File: config.mk
export PLATFORM = sky130hd
export DESIGN_NAME = slpr_regs
export DESIGN_NICKNAME = d
export VERILOG_FILES = /design/src/slpr_pkg.sv /design/src/slpr_bus_if.sv /design/src/slpr_regs.sv /design/src/slpr_spi.sv
export SDC_FILE = /design/constraint.sdc
export NUM_CORES = 1
export LEC_CHECK = 0
export ABC_AREA = 1
export BUFFER_PORTS_ARGS = -buffer_cell sky130_fd_sc_hd__buf_4
export CELL_PAD_IN_SITES_DETAIL_PLACEMENT = 0
export CELL_PAD_IN_SITES_GLOBAL_PLACEMENT = 1
export CORE_UTILIZATION = 46
export CTS_CLUSTER_DIAMETER = 100
export DETAILED_ROUTE_END_ITERATION = 8
export PLACE_DENSITY_LB_ADDON = 0.1
export SLEW_MARGIN = 20
export SYNTH_ARGS = -nofsm -noshare
export SYNTH_HDL_FRONTEND = slang
export SYNTH_SLANG_ARGS = --single-unit
File: constraint.sdc
create_clock -name clock -period 2.78 [get_ports clock]
set_clock_uncertainty 0.05 [all_clocks]
set_input_delay 0.417 -clock clock [delete_from_list [all_inputs] [get_ports clock]]
set_output_delay 0.417 -clock clock [all_outputs]
set_load 0.02 [all_outputs]
File: src/slpr_pkg.sv
`default_nettype none
// ==========================================================================
// Shared constants and types of the serial link parameter register bank.
// ==========================================================================
package slpr_pkg;

  // ========================================================================
  // Serial control port framing.
  // ========================================================================
  localparam int ADDR_W = 13;
  localparam logic [4:0] INSTR_LAST = 5'h0f;
  localparam logic [4:0] BYTE_LAST = 5'h07;
  localparam logic [12:0] ADDR_STEP = 13'h0001;

  // ========================================================================
  // Register offsets.
  // ========================================================================
  localparam logic [7:0] OFF_BANK_ID = 8'h65;
  localparam logic [7:0] OFF_LANE_ID = 8'h67;
  localparam logic [7:0] OFF_SCR_LANE = 8'h6e;
  localparam logic [7:0] OFF_OCTETS = 8'h6f;
  localparam logic [7:0] OFF_FRAMES_MF = 8'h70;
  localparam logic [7:0] OFF_CONV_COUNT = 8'h71;
  localparam logic [7:0] OFF_RES_CTRL = 8'h72;
  localparam logic [7:0] OFF_SUB_TOTAL = 8'h73;
  localparam logic [7:0] OFF_SAMPLES = 8'h74;
  localparam logic [7:0] OFF_DENSITY = 8'h75;
  localparam logic [7:0] OFF_RSVD_ONE = 8'h76;
  localparam logic [7:0] OFF_RSVD_TWO = 8'h77;
  localparam logic [7:0] OFF_CHECKSUM = 8'h79;
  localparam logic [7:0] OFF_DRIVER = 8'h80;
  localparam logic [7:0] OFF_PHASE = 8'h8b;
  localparam logic [7:0] OFF_PREEMPH = 8'ha8;
  localparam logic [7:0] OFF_UPDATE = 8'hff;

  // ========================================================================
  // Field positions.
  // ========================================================================
  localparam int SCR_BIT = 7;
  localparam int LANE_MSB = 4;
  localparam int DRV_PDWN_BIT = 0;
  localparam int XFER_BIT = 0;

  // ========================================================================
  // Values after reset and fixed read-only values.
  // ========================================================================
  localparam logic [7:0] RST_BANK_ID = 8'h00;
  localparam logic [7:0] RST_LANE_ID = 8'h00;
  localparam logic [7:0] RST_SCR_LANE = 8'h80;
  localparam logic [7:0] VAL_OCTETS = 8'h01;
  localparam logic [7:0] RST_FRAMES_MF = 8'h1f;
  localparam logic [7:0] VAL_CONV_COUNT = 8'h00;
  localparam logic [7:0] RST_RES_CTRL = 8'h0d;
  localparam logic [7:0] RST_SUB_TOTAL = 8'h2f;
  localparam logic [7:0] RST_SAMPLES = 8'h20;
  localparam logic [7:0] VAL_DENSITY = 8'h00;
  localparam logic [7:0] RST_CHECKSUM = 8'h00;
  localparam logic [7:0] RST_DRIVER = 8'h00;
  localparam logic [7:0] RST_PHASE = 8'h00;
  localparam logic [7:0] RST_PREEMPH = 8'h04;
  localparam logic [7:0] VAL_RSVD = 8'h00;

  // ========================================================================
  // Link configuration set, held once staged and once active.
  // ========================================================================
  typedef struct packed {
    logic [7:0] bank_id;
    logic [7:0] lane_id;
    logic [7:0] scr_lane;
    logic [7:0] frames_mf;
    logic [7:0] res_ctrl;
    logic [7:0] sub_total;
    logic [7:0] samples;
    logic [7:0] checksum;
    logic [7:0] driver;
    logic [7:0] phase;
    logic [7:0] preemph;
  } slpr_cfg_t;

  localparam slpr_cfg_t CFG_RST = '{
    bank_id: RST_BANK_ID,
    lane_id: RST_LANE_ID,
    scr_lane: RST_SCR_LANE,
    frames_mf: RST_FRAMES_MF,
    res_ctrl: RST_RES_CTRL,
    sub_total: RST_SUB_TOTAL,
    samples: RST_SAMPLES,
    checksum: RST_CHECKSUM,
    driver: RST_DRIVER,
    phase: RST_PHASE,
    preemph: RST_PREEMPH
  };

  typedef enum logic [2:0] {
    SPI_IDLE = 3'b001,
    SPI_INSTR = 3'b010,
    SPI_DATA = 3'b100
  } slpr_spi_state_t;

endpackage
`default_nettype wire

File: src/slpr_bus_if.sv
`timescale 1ns/1ns
`default_nettype none
// ==========================================================================
// Byte access path from the serial port engine to the register file.
// ==========================================================================
interface slpr_bus_if;
  logic wr;
  logic [12:0] addr;
  logic [7:0] wdata;
  logic [7:0] rdata;

  modport port (output wr, output addr, output wdata, input rdata);
  modport regs (input wr, input addr, input wdata, output rdata);
endinterface
`default_nettype wire

File: src/slpr_regs.sv
`timescale 1ns/1ns
`default_nettype none
// ==========================================================================
// Link parameter register bank: staged copy, active copy, transfer control.
// ==========================================================================
// Operation
// - Multiframe length register holds K minus one, resetting to 0x1f.
// - Converter count register is read only and always reads zero.
// - Scrambler register bit 7 enables scrambling; reset value 0x80 enables it.
// - Preemphasis register selects driver preemphasis and resets to 0x04.
module slpr_regs (
  input wire logic clock,
  input wire logic reset_n,
  input wire logic sclk,
  input wire logic csb,
  input wire logic sdio_in,
  output logic sdio_out,
  output logic sdio_oe_n,
  output logic [7:0] cfg_bank_id,
  output logic [7:0] cfg_lane_id,
  output logic cfg_scramble_en,
  output logic [4:0] cfg_lane_count,
  output logic [7:0] cfg_frames_per_mf,
  output logic [7:0] cfg_res_ctrl,
  output logic [7:0] cfg_sub_total,
  output logic [7:0] cfg_samples,
  output logic [7:0] cfg_checksum,
  output logic cfg_driver_pdwn,
  output logic [7:0] cfg_phase_offset,
  output logic [7:0] cfg_preemphasis
);

  typedef struct packed {
    slpr_pkg::slpr_cfg_t staged;
    slpr_pkg::slpr_cfg_t active;
    logic xfer;
  } slpr_reg_st_t;

  slpr_bus_if bus ();
  slpr_reg_st_t st_ff;
  slpr_reg_st_t nxt_st;

  // ========================================================================
  // Address match: the upper address bits must be zero for any hit.
  // ========================================================================
  function automatic logic hit(input logic [12:0] addr, input logic [7:0] off);
    hit = (addr[12:8] == 5'h00) && (addr[7:0] == off);
  endfunction

  // ========================================================================
  // Serial port engine.
  // ========================================================================
  slpr_spi u_spi (
    .clock(clock),
    .reset_n(reset_n),
    .sclk(sclk),
    .csb(csb),
    .sdio_in(sdio_in),
    .sdio_out(sdio_out),
    .sdio_oe_n(sdio_oe_n),
    .bus(bus)
  );

  // ========================================================================
  // Write decode and transfer.
  // ========================================================================
  // Writes land in the staged set only, so the link never sees a half-written
  // parameter group; read-only and reserved addresses ignore writes.
  always_comb
  begin
    nxt_st = st_ff;
    nxt_st.xfer = 1'b0;
    if (st_ff.xfer)
    begin
      nxt_st.active = st_ff.staged;
    end
    if (bus.wr)
    begin
      if (hit(bus.addr, slpr_pkg::OFF_BANK_ID))
      begin
        nxt_st.staged.bank_id = bus.wdata;
      end
      if (hit(bus.addr, slpr_pkg::OFF_LANE_ID))
      begin
        nxt_st.staged.lane_id = bus.wdata;
      end
      if (hit(bus.addr, slpr_pkg::OFF_SCR_LANE))
      begin
        nxt_st.staged.scr_lane = bus.wdata;
      end
      if (hit(bus.addr, slpr_pkg::OFF_FRAMES_MF))
      begin
        nxt_st.staged.frames_mf = bus.wdata;
      end
      if (hit(bus.addr, slpr_pkg::OFF_RES_CTRL))
      begin
        nxt_st.staged.res_ctrl = bus.wdata;
      end
      if (hit(bus.addr, slpr_pkg::OFF_SUB_TOTAL))
      begin
        nxt_st.staged.sub_total = bus.wdata;
      end
      if (hit(bus.addr, slpr_pkg::OFF_SAMPLES))
      begin
        nxt_st.staged.samples = bus.wdata;
      end
      if (hit(bus.addr, slpr_pkg::OFF_CHECKSUM))
      begin
        nxt_st.staged.checksum = bus.wdata;
      end
      if (hit(bus.addr, slpr_pkg::OFF_DRIVER))
      begin
        nxt_st.staged.driver = bus.wdata;
      end
      if (hit(bus.addr, slpr_pkg::OFF_PHASE))
      begin
        nxt_st.staged.phase = bus.wdata;
      end
      if (hit(bus.addr, slpr_pkg::OFF_PREEMPH))
      begin
        nxt_st.staged.preemph = bus.wdata;
      end
      if (hit(bus.addr, slpr_pkg::OFF_UPDATE))
      begin
        nxt_st.xfer = bus.wdata[slpr_pkg::XFER_BIT];
      end
    end
  end

  // Registered state; both copies start from the reset values.
  always_ff @(posedge clock or negedge reset_n)
  begin
    if (!reset_n)
    begin
      st_ff <= '{staged: slpr_pkg::CFG_RST, active: slpr_pkg::CFG_RST, xfer: 1'b0};
    end
    else
    begin
      st_ff <= nxt_st;
    end
  end

  // ========================================================================
  // Read decode; unmapped and reserved addresses read as zero.
  // ========================================================================
  always_comb
  begin
    bus.rdata = 8'h00;
    if (hit(bus.addr, slpr_pkg::OFF_BANK_ID))
    begin
      bus.rdata = st_ff.staged.bank_id;
    end
    else if (hit(bus.addr, slpr_pkg::OFF_LANE_ID))
    begin
      bus.rdata = st_ff.staged.lane_id;
    end
    else if (hit(bus.addr, slpr_pkg::OFF_SCR_LANE))
    begin
      bus.rdata = st_ff.staged.scr_lane;
    end
    else if (hit(bus.addr, slpr_pkg::OFF_OCTETS))
    begin
      bus.rdata = slpr_pkg::VAL_OCTETS;
    end
    else if (hit(bus.addr, slpr_pkg::OFF_FRAMES_MF))
    begin
      bus.rdata = st_ff.staged.frames_mf;
    end
    else if (hit(bus.addr, slpr_pkg::OFF_CONV_COUNT))
    begin
      bus.rdata = slpr_pkg::VAL_CONV_COUNT;
    end
    else if (hit(bus.addr, slpr_pkg::OFF_RES_CTRL))
    begin
      bus.rdata = st_ff.staged.res_ctrl;
    end
    else if (hit(bus.addr, slpr_pkg::OFF_SUB_TOTAL))
    begin
      bus.rdata = st_ff.staged.sub_total;
    end
    else if (hit(bus.addr, slpr_pkg::OFF_SAMPLES))
    begin
      bus.rdata = st_ff.staged.samples;
    end
    else if (hit(bus.addr, slpr_pkg::OFF_DENSITY))
    begin
      bus.rdata = slpr_pkg::VAL_DENSITY;
    end
    else if (hit(bus.addr, slpr_pkg::OFF_RSVD_ONE) || hit(bus.addr, slpr_pkg::OFF_RSVD_TWO))
    begin
      bus.rdata = slpr_pkg::VAL_RSVD;
    end
    else if (hit(bus.addr, slpr_pkg::OFF_CHECKSUM))
    begin
      bus.rdata = st_ff.staged.checksum;
    end
    else if (hit(bus.addr, slpr_pkg::OFF_DRIVER))
    begin
      bus.rdata = st_ff.staged.driver;
    end
    else if (hit(bus.addr, slpr_pkg::OFF_PHASE))
    begin
      bus.rdata = st_ff.staged.phase;
    end
    else if (hit(bus.addr, slpr_pkg::OFF_PREEMPH))
    begin
      bus.rdata = st_ff.staged.preemph;
    end
    else if (hit(bus.addr, slpr_pkg::OFF_UPDATE))
    begin
      bus.rdata = {7'h00, st_ff.xfer};
    end
  end

  // ========================================================================
  // Active settings seen by the link.
  // ========================================================================
  // The link only follows the active copy, which relies on software keeping
  // the transmitter powered down around a transfer.
  assign cfg_bank_id = st_ff.active.bank_id;
  assign cfg_lane_id = st_ff.active.lane_id;
  assign cfg_scramble_en = st_ff.active.scr_lane[slpr_pkg::SCR_BIT];
  assign cfg_lane_count = st_ff.active.scr_lane[slpr_pkg::LANE_MSB:0];
  assign cfg_frames_per_mf = st_ff.active.frames_mf;
  assign cfg_res_ctrl = st_ff.active.res_ctrl;
  assign cfg_sub_total = st_ff.active.sub_total;
  assign cfg_samples = st_ff.active.samples;
  assign cfg_checksum = st_ff.active.checksum;
  assign cfg_driver_pdwn = st_ff.active.driver[slpr_pkg::DRV_PDWN_BIT];
  assign cfg_phase_offset = st_ff.active.phase;
  assign cfg_preemphasis = st_ff.active.preemph;

  // ========================================================================
  // Checks.
  // ========================================================================
  AST_K_RESET: assert property (@(posedge clock) disable iff (!reset_n)
    $rose(reset_n) |-> (cfg_frames_per_mf == 8'h1f) && (st_ff.staged.frames_mf == 8'h1f))
    else $error("Multiframe length did not reset to 0x1f.");

  AST_M_ZERO: assert property (@(posedge clock) disable iff (!reset_n)
    (bus.addr == 13'h0071) |-> (bus.rdata == 8'h00))
    else $error("Converter count read back nonzero.");

  AST_M_NO_WRITE: assert property (@(posedge clock) disable iff (!reset_n)
    (bus.wr && bus.addr == 13'h0071) |=> $stable(st_ff.staged) && $stable(st_ff.active))
    else $error("Write to converter count changed stored settings.");

  AST_SCR_RESET: assert property (@(posedge clock) disable iff (!reset_n)
    $rose(reset_n) |-> cfg_scramble_en && (st_ff.active.scr_lane == 8'h80))
    else $error("Scrambler not enabled after reset.");

  AST_SCR_FOLLOW: assert property (@(posedge clock) disable iff (!reset_n)
    st_ff.xfer |=> (cfg_scramble_en == $past(st_ff.staged.scr_lane[7])))
    else $error("Scrambler enable did not follow the transferred bit.");

  AST_PRE_RESET: assert property (@(posedge clock) disable iff (!reset_n)
    $rose(reset_n) |-> (cfg_preemphasis == 8'h04))
    else $error("Preemphasis did not reset to 0x04.");

  AST_XFER_PULSE: assert property (@(posedge clock) disable iff (!reset_n)
    (bus.wr && bus.addr == 13'h00ff && bus.wdata[0]) |=> st_ff.xfer ##1 !st_ff.xfer
      && (st_ff.active == $past(st_ff.staged)))
    else $error("Transfer bit did not copy settings and clear itself.");

  AST_ACTIVE_HOLD: assert property (@(posedge clock) disable iff (!reset_n)
    !st_ff.xfer |=> $stable(st_ff.active))
    else $error("Active settings changed without a transfer.");

  // The multiframe length, scrambler/lane and preemphasis staged registers take the byte of the strobe that hits them,
  // and each transfer carries that byte to the active copy on the next clock.
  AST_K_STAGE: assert property (@(posedge clock) disable iff (!reset_n)
    (bus.wr && hit(bus.addr, slpr_pkg::OFF_FRAMES_MF))
      |=> (st_ff.staged.frames_mf == $past(bus.wdata)))
    else $error("Multiframe length write did not reach the staged copy.");

  AST_K_FOLLOW: assert property (@(posedge clock) disable iff (!reset_n)
    st_ff.xfer |=> (cfg_frames_per_mf == $past(st_ff.staged.frames_mf)))
    else $error("Multiframe length did not follow the transfer.");

  AST_SCR_STAGE: assert property (@(posedge clock) disable iff (!reset_n)
    (bus.wr && hit(bus.addr, slpr_pkg::OFF_SCR_LANE))
      |=> (st_ff.staged.scr_lane == $past(bus.wdata)))
    else $error("Scrambler and lane write did not reach the staged copy.");

  AST_LANE_FOLLOW: assert property (@(posedge clock) disable iff (!reset_n)
    st_ff.xfer |=> (cfg_lane_count == $past(st_ff.staged.scr_lane[4:0])))
    else $error("Lane count did not follow the transfer.");

  AST_PRE_STAGE: assert property (@(posedge clock) disable iff (!reset_n)
    (bus.wr && hit(bus.addr, slpr_pkg::OFF_PREEMPH))
      |=> (st_ff.staged.preemph == $past(bus.wdata)))
    else $error("Preemphasis write did not reach the staged copy.");

  AST_PRE_FOLLOW: assert property (@(posedge clock) disable iff (!reset_n)
    st_ff.xfer |=> (cfg_preemphasis == $past(st_ff.staged.preemph)))
    else $error("Preemphasis did not follow the transfer.");

  AST_XFER_CLEAR: assert property (@(posedge clock) disable iff (!reset_n)
    (st_ff.xfer && !bus.wr) |=> !st_ff.xfer)
    else $error("Transfer bit did not clear itself.");

endmodule
`default_nettype wire

File: src/slpr_spi.sv
`timescale 1ns/1ns
`default_nettype none
// ==========================================================================
// Serial control port engine: 16-bit instruction, then data bytes MSB first.
// ==========================================================================
module slpr_spi (
  input wire logic clock,
  input wire logic reset_n,
  input wire logic sclk,
  input wire logic csb,
  input wire logic sdio_in,
  output logic sdio_out,
  output logic sdio_oe_n,
  slpr_bus_if.port bus
);

  typedef struct packed {
    logic [2:0] sclk_s;
    logic [1:0] csb_s;
    logic [1:0] sdi_s;
    slpr_pkg::slpr_spi_state_t state;
    logic [4:0] cnt;
    logic [15:0] shift;
    logic [12:0] addr;
    logic rnw;
    logic wr;
    logic load;
    logic sdo;
    logic oe_n;
  } slpr_spi_st_t;

  slpr_spi_st_t st_ff;
  slpr_spi_st_t nxt_st;
  logic rise;
  logic fall;
  logic sel;
  logic bit_in;

  // ========================================================================
  // Edge detection looks only at the second and third synchroniser stages.
  // ========================================================================
  assign rise = st_ff.sclk_s[1] & ~st_ff.sclk_s[2];
  assign fall = ~st_ff.sclk_s[1] & st_ff.sclk_s[2];
  assign sel = ~st_ff.csb_s[1];
  assign bit_in = st_ff.sdi_s[1];

  // Next state; the serial clock must stay several system clocks per phase.
  always_comb
  begin
    nxt_st = st_ff;
    nxt_st.sclk_s = {st_ff.sclk_s[1:0], sclk};
    nxt_st.csb_s = {st_ff.csb_s[0], csb};
    nxt_st.sdi_s = {st_ff.sdi_s[0], sdio_in};
    nxt_st.wr = 1'b0;
    nxt_st.load = 1'b0;
    // A completed write steps the address down for a streamed next byte.
    if (st_ff.wr)
    begin
      nxt_st.addr = st_ff.addr - slpr_pkg::ADDR_STEP;
    end
    if (st_ff.load)
    begin
      nxt_st.shift = {bus.rdata, 8'h00};
    end
    case (st_ff.state)
      slpr_pkg::SPI_IDLE:
      begin
        nxt_st.oe_n = 1'b1;
        nxt_st.cnt = 5'h00;
        if (sel)
        begin
          nxt_st.state = slpr_pkg::SPI_INSTR;
        end
      end
      slpr_pkg::SPI_INSTR:
      begin
        if (rise)
        begin
          nxt_st.shift = {st_ff.shift[14:0], bit_in};
          nxt_st.cnt = st_ff.cnt + 5'h01;
          if (st_ff.cnt == slpr_pkg::INSTR_LAST)
          begin
            nxt_st.rnw = st_ff.shift[14];
            nxt_st.addr = {st_ff.shift[11:0], bit_in};
            nxt_st.cnt = 5'h00;
            nxt_st.load = st_ff.shift[14];
            nxt_st.state = slpr_pkg::SPI_DATA;
          end
        end
      end
      slpr_pkg::SPI_DATA:
      begin
        if (st_ff.rnw && fall)
        begin
          nxt_st.sdo = st_ff.shift[15];
          nxt_st.oe_n = 1'b0;
          nxt_st.shift = {st_ff.shift[14:0], 1'b0};
        end
        if (rise)
        begin
          nxt_st.cnt = st_ff.cnt + 5'h01;
          if (!st_ff.rnw)
          begin
            nxt_st.shift = {st_ff.shift[14:0], bit_in};
          end
          if (st_ff.cnt == slpr_pkg::BYTE_LAST)
          begin
            nxt_st.cnt = 5'h00;
            nxt_st.wr = ~st_ff.rnw;
            if (st_ff.rnw)
            begin
              nxt_st.addr = st_ff.addr - slpr_pkg::ADDR_STEP;
              nxt_st.load = 1'b1;
            end
          end
        end
      end
      default:
      begin
        nxt_st.state = slpr_pkg::SPI_IDLE;
      end
    endcase
    // Deselect aborts any partial byte and releases the data pin.
    if (!sel)
    begin
      nxt_st.state = slpr_pkg::SPI_IDLE;
      nxt_st.oe_n = 1'b1;
    end
  end

  // Registered state; chip select idles high so it resets deselected.
  always_ff @(posedge clock or negedge reset_n)
  begin
    if (!reset_n)
    begin
      st_ff <= '{sclk_s: 3'h0, csb_s: 2'h3, sdi_s: 2'h0, state: slpr_pkg::SPI_IDLE,
                 cnt: 5'h00, shift: 16'h0000, addr: 13'h0000, rnw: 1'b0, wr: 1'b0,
                 load: 1'b0, sdo: 1'b0, oe_n: 1'b1};
    end
    else
    begin
      st_ff <= nxt_st;
    end
  end

  assign bus.wr = st_ff.wr;
  assign bus.addr = st_ff.addr;
  assign bus.wdata = st_ff.shift[7:0];
  assign sdio_out = st_ff.sdo;
  assign sdio_oe_n = st_ff.oe_n;

endmodule
`default_nettype wire

==> results.yml <==
min_path:
  min_path_type: "reg2reg"
  hold_end: "u_spi.nxt_st[48]"
  hold_path_depth: 0
  hp-start: "u_spi.nxt_st[47]"
critical_path:
  ff2ff_setup_slack_ns: 0.29
  reg2reg_from: "u_spi.bus.addr[0]"
  cp.required_ns: 3.13
  crit_path_end_kind: "flip-flop"
  worstRegToRegCells: 18
  crit_arrival_ns: 2.84
  crit-reg2reg-capture: "u_spi.st_ff[32]"
  worstSetupPathType: "reg2reg"
  cp_max_fo: 9
  setup.worst_path.start_class: "flip-flop"
sta:
  fin_setup_tns_ns: 0
  hold_viol_final: 0
  slew_headroom_pct: 40.7
  fmax_mhz: 402
  setup_viol: 0
  period_share_pct: 89.5
  rsz0062_at_grt: "false"
  hold-worst-slack_ns: 0.296
  maxSlewViolCount: 0
  worstMarginPinSlew_ns: 0.889
  post-route-min-period_ns: 2.49
clocking:
  cts_tree: "built"
  cts_root_buf: "clkbuf_16"
  clock_latency_ns: 0.52
  cts_sinks: 217
  cts_buffer_depth: 3
  htree_num_levels: 1
  post_cts_buffers: 0
  clkTransAtPathRegs_ns: 0.06
  cts_buffers: 24
die:
  row_count: 54
  start_util_pct: 47.6
  ios: 86
  die_area_um2: 23500
  core_area_um2: 22100
  die_y_um: 153
  die_x_um: 153
yosys:
  avgSynthCellArea_um2: 9.23
  synth_xor_area_share_pct: 1.00
  synth_nets: 1152
  muxShareOfSynthArea_pct: 8.04
  ys_seq_area_share_pct: 52.1
  synth-compound-area-share_pct: 9.11
  synth.distinct_cells: 44
  ys_ff_latch: 217
  syn_inst: 1139
  yosys.area_share.adder_pct: 0.953
  yosys_warnings: 0
  syn_area_um2: 10500
  synth-simple-area-share_pct: 18.1
  synth_top_family_by_area: "simple AND/OR/NAND/NOR gates"
drt:
  vias: 7497
  vias_per_cell: 5.14
  wl_um: 25300
  ant_nets: 0
  drc: 0
  wire_per_inst_um: 17.3
  drt_iter0_markers: 366
  first_pass_iters: 5
power:
  power_w: 0.00678
  comb_power_share_pct: 3.4
  seqPwrFrac_pct: 47.3
  power.leakage_nw: 5.65
  sw_frac_of_total_pct: 21.9
  power_switching_w: 0.00148
  power.share.clock_pct: 49.3
  power.density_nw_per_um2: 571
  intPower_w: 0.00530
  ir_drop_mv: 0.336
layout:
  nets: 1173
  n_antenna_cell: 0
  drive_above_1_share_pct: 24.4
  synthToLayoutAreaGrowth_pct: 13.0
global_route:
  grt_pass1_wl_um: 41700
  gr-usage-all-layers_pct: 22.4
  grt_pass1_vias: 7483
  grt_overflow_total: 0
  grt_max_degree: 84
  antenna_found_initial: 0
flow_run:
  cap_viol_max_count: 0
placed_design:
  port_buffers: 85
  gp_congestion: 0.809
  hpwl_um: 17500
status:
  status: "finished, final reports clean"
-- metrics by stage --
stage | cell area, µm² | setup WS, ns | utilization, % | instances
CTS | 11900 | 0.230 | 53.7 | 1458
finish | 11900 | 0.291 | 53.8 | 1458
detailed placement | 11000 | 0.251 | 49.7 | 1410
global placement | 11000 | 0.288 | 49.7 | 1410
global route | 11900 | 0.0415 | 53.8 | 1458
floorplan | 10500 | 0.622 | - | 1139
-- registers in the layout, summed over array words and instances (netlist names), 5 cells and up --
signal,cells
cfg_preemphasis,8
cfg_sub_total,8
st_ff,89
cfg_lane_id,8
cfg_bank_id,8
cfg_phase_offset,8
u_spi.bus.wdata,8
cfg_samples,8
cfg_checksum,8
cfg_lane_count,5
cfg_frames_per_mf,8
u_spi.st_ff,20
u_spi.bus.addr,13
cfg_res_ctrl,8
-- power by group through the flow --
stage                     Sequential [W]  Clock, W  Combinational, W
after floorplan                  0.00326         0         0.0000835
after global placement           0.00326         0          0.000231
after detailed placement         0.00327         0          0.000231
after CTS                        0.00321   0.00342          0.000237
after global routing             0.00321   0.00357          0.000259
final                            0.00321   0.00334          0.000228
-- synth_stat cells, drive strengths merged --
| library cell | count | area share, % |
|---|---|---|
| nand4 | 22 | 1.4 |
| inv | 95 | 3.4 |
| buf | 86 | 6.0 |
| or2 | 2 | 0.12 |
| a21oi | 20 | 0.95 |
| a211oi | 1 | 0.071 |
| o221ai | 6 | 0.50 |
| mux2 | 75 | 8.0 |
| a41oi | 1 | 0.083 |
| nor3 | 20 | 1.1 |
| xnor2 | 2 | 0.17 |
| clkbuf | 35 | 1.3 |
| o211ai | 4 | 0.29 |
| ha | 8 | 0.95 |
| a22oi | 3 | 0.21 |
| nand3b | 7 | 0.50 |
| o22ai | 2 | 0.12 |
| nor2 | 69 | 2.9 |
| dfstp | 36 | 9.0 |
| o2111ai | 1 | 0.083 |
| nand3 | 51 | 2.6 |
| o32ai | 1 | 0.083 |
| nor4 | 2 | 0.12 |
| clkinv | 1 | 0.036 |
| o21bai | 2 | 0.14 |
| a31oi | 5 | 0.30 |
| nand2 | 260 | 9.4 |
| o21ai | 130 | 6.2 |
| xor2 | 10 | 0.83 |
| a22o | 1 | 0.083 |
| dfrtp | 181 | 43 |
-- layer usage --
| metal | vias up | part of all wire [%] | track usage [%] | routed length (µm) |
|---|---|---|---|---|
| li1 | 3728 | - | - | - |
| met1 | 3571 | 49 | 32.7 | 12300 |
| met2 | 169 | 46 | 35.7 | 11600 |
| met3 | 29 | 4.0 | 2.72 | 1000 |
| met4 | 0 | 1.3 | 4.76 | 331 |
| met5 | - | 0 | 0 | 0 |
-- what timing repair did --
action                     4_1_cts  5_1_grt
setup endpoints to repair        0        1
gates resized for setup          0        1
hold endpoints to repair        60        0
hold buffers                     4        0
-- final cells by class --
cell class	instances	area (µm²)
flip-flops and latches	217	5480
repair buffers	116	926
inverters	96	360
well taps	280	350
multi-input cells	705	3910
fillers	2077	10200
clock inverters	6	85.1
clock buffers	38	764
-- critical path, stage by stage (launching register included) --
cell and delay (ns):
dfrtp_1 0.41, inv_1 0.14, ha_1 0.27, nand2_1 0.14, nor2_1 0.06, nand2_1 0.07
clkinv_1 0.23, nand2_1 0.13, nand2_1 0.05, o22ai_1 0.20, nand2_1 0.08, nand2_1 0.08
nand2_1 0.06, nand2_1 0.10, nand3b_1 0.11, nand2_1 0.08, nand2_1 0.04, nand2_1 0.05
nand2_1 0.05
-- cell families (layout without fill, tap and decap cells) --
| family | count (synthesis) | in the layout |
|---|---|---|
| and+or+nand+nor | 433 | 433 |
| muxes | 75 | 75 |
| buffers and inverters | 217 | 256 |
| xor gates and xnor gates | 12 | 12 |
| adders and majority gates | 8 | 8 |
| DFF | 217 | 217 |
| AOI/OAI and AO/OA | 177 | 177 |
-- layout by cell type, fill, tap and decap left out, types with 4 or more instances in the layout --
cell             n
o211ai_1         4
a31oi_1          5
nand4_1         21
dlygate4sd3_1    4
xor2_1          10
dfstp_2         36
clkbuf_8         9
nand3b_1         7
buf_4          108
clkbuf_16       25
inv_1           87
nor2_2           5
nand3_1         48
clkbuf_1         4
o21ai_0        128
ha_1             8
a21oi_1         20
nor2_1          62
mux2_2          75
inv_2            8
nand2_1        258
nor3_1          17
o221ai_1         6
dfrtp_1        180
-- how the worst max path moves through the flow --
stage                      startpoint           endpoint  slack, ns  cells after the start
global placement    u_spi.bus.addr[5]    u_spi.st_ff[33]       0.29                     15
detailed placement  u_spi.bus.addr[0]    u_spi.st_ff[28]       0.25                     16
CTS                 u_spi.bus.addr[0]    u_spi.st_ff[28]       0.23                     16
floorplan             u_spi.st_ff[34]  u_spi.bus.addr[8]       0.62                     13
global route        u_spi.bus.addr[0]    u_spi.st_ff[32]       0.04                     18
finish              u_spi.bus.addr[0]    u_spi.st_ff[32]       0.29                     18
No activity file was read; power rests on OpenSTA's default activity.
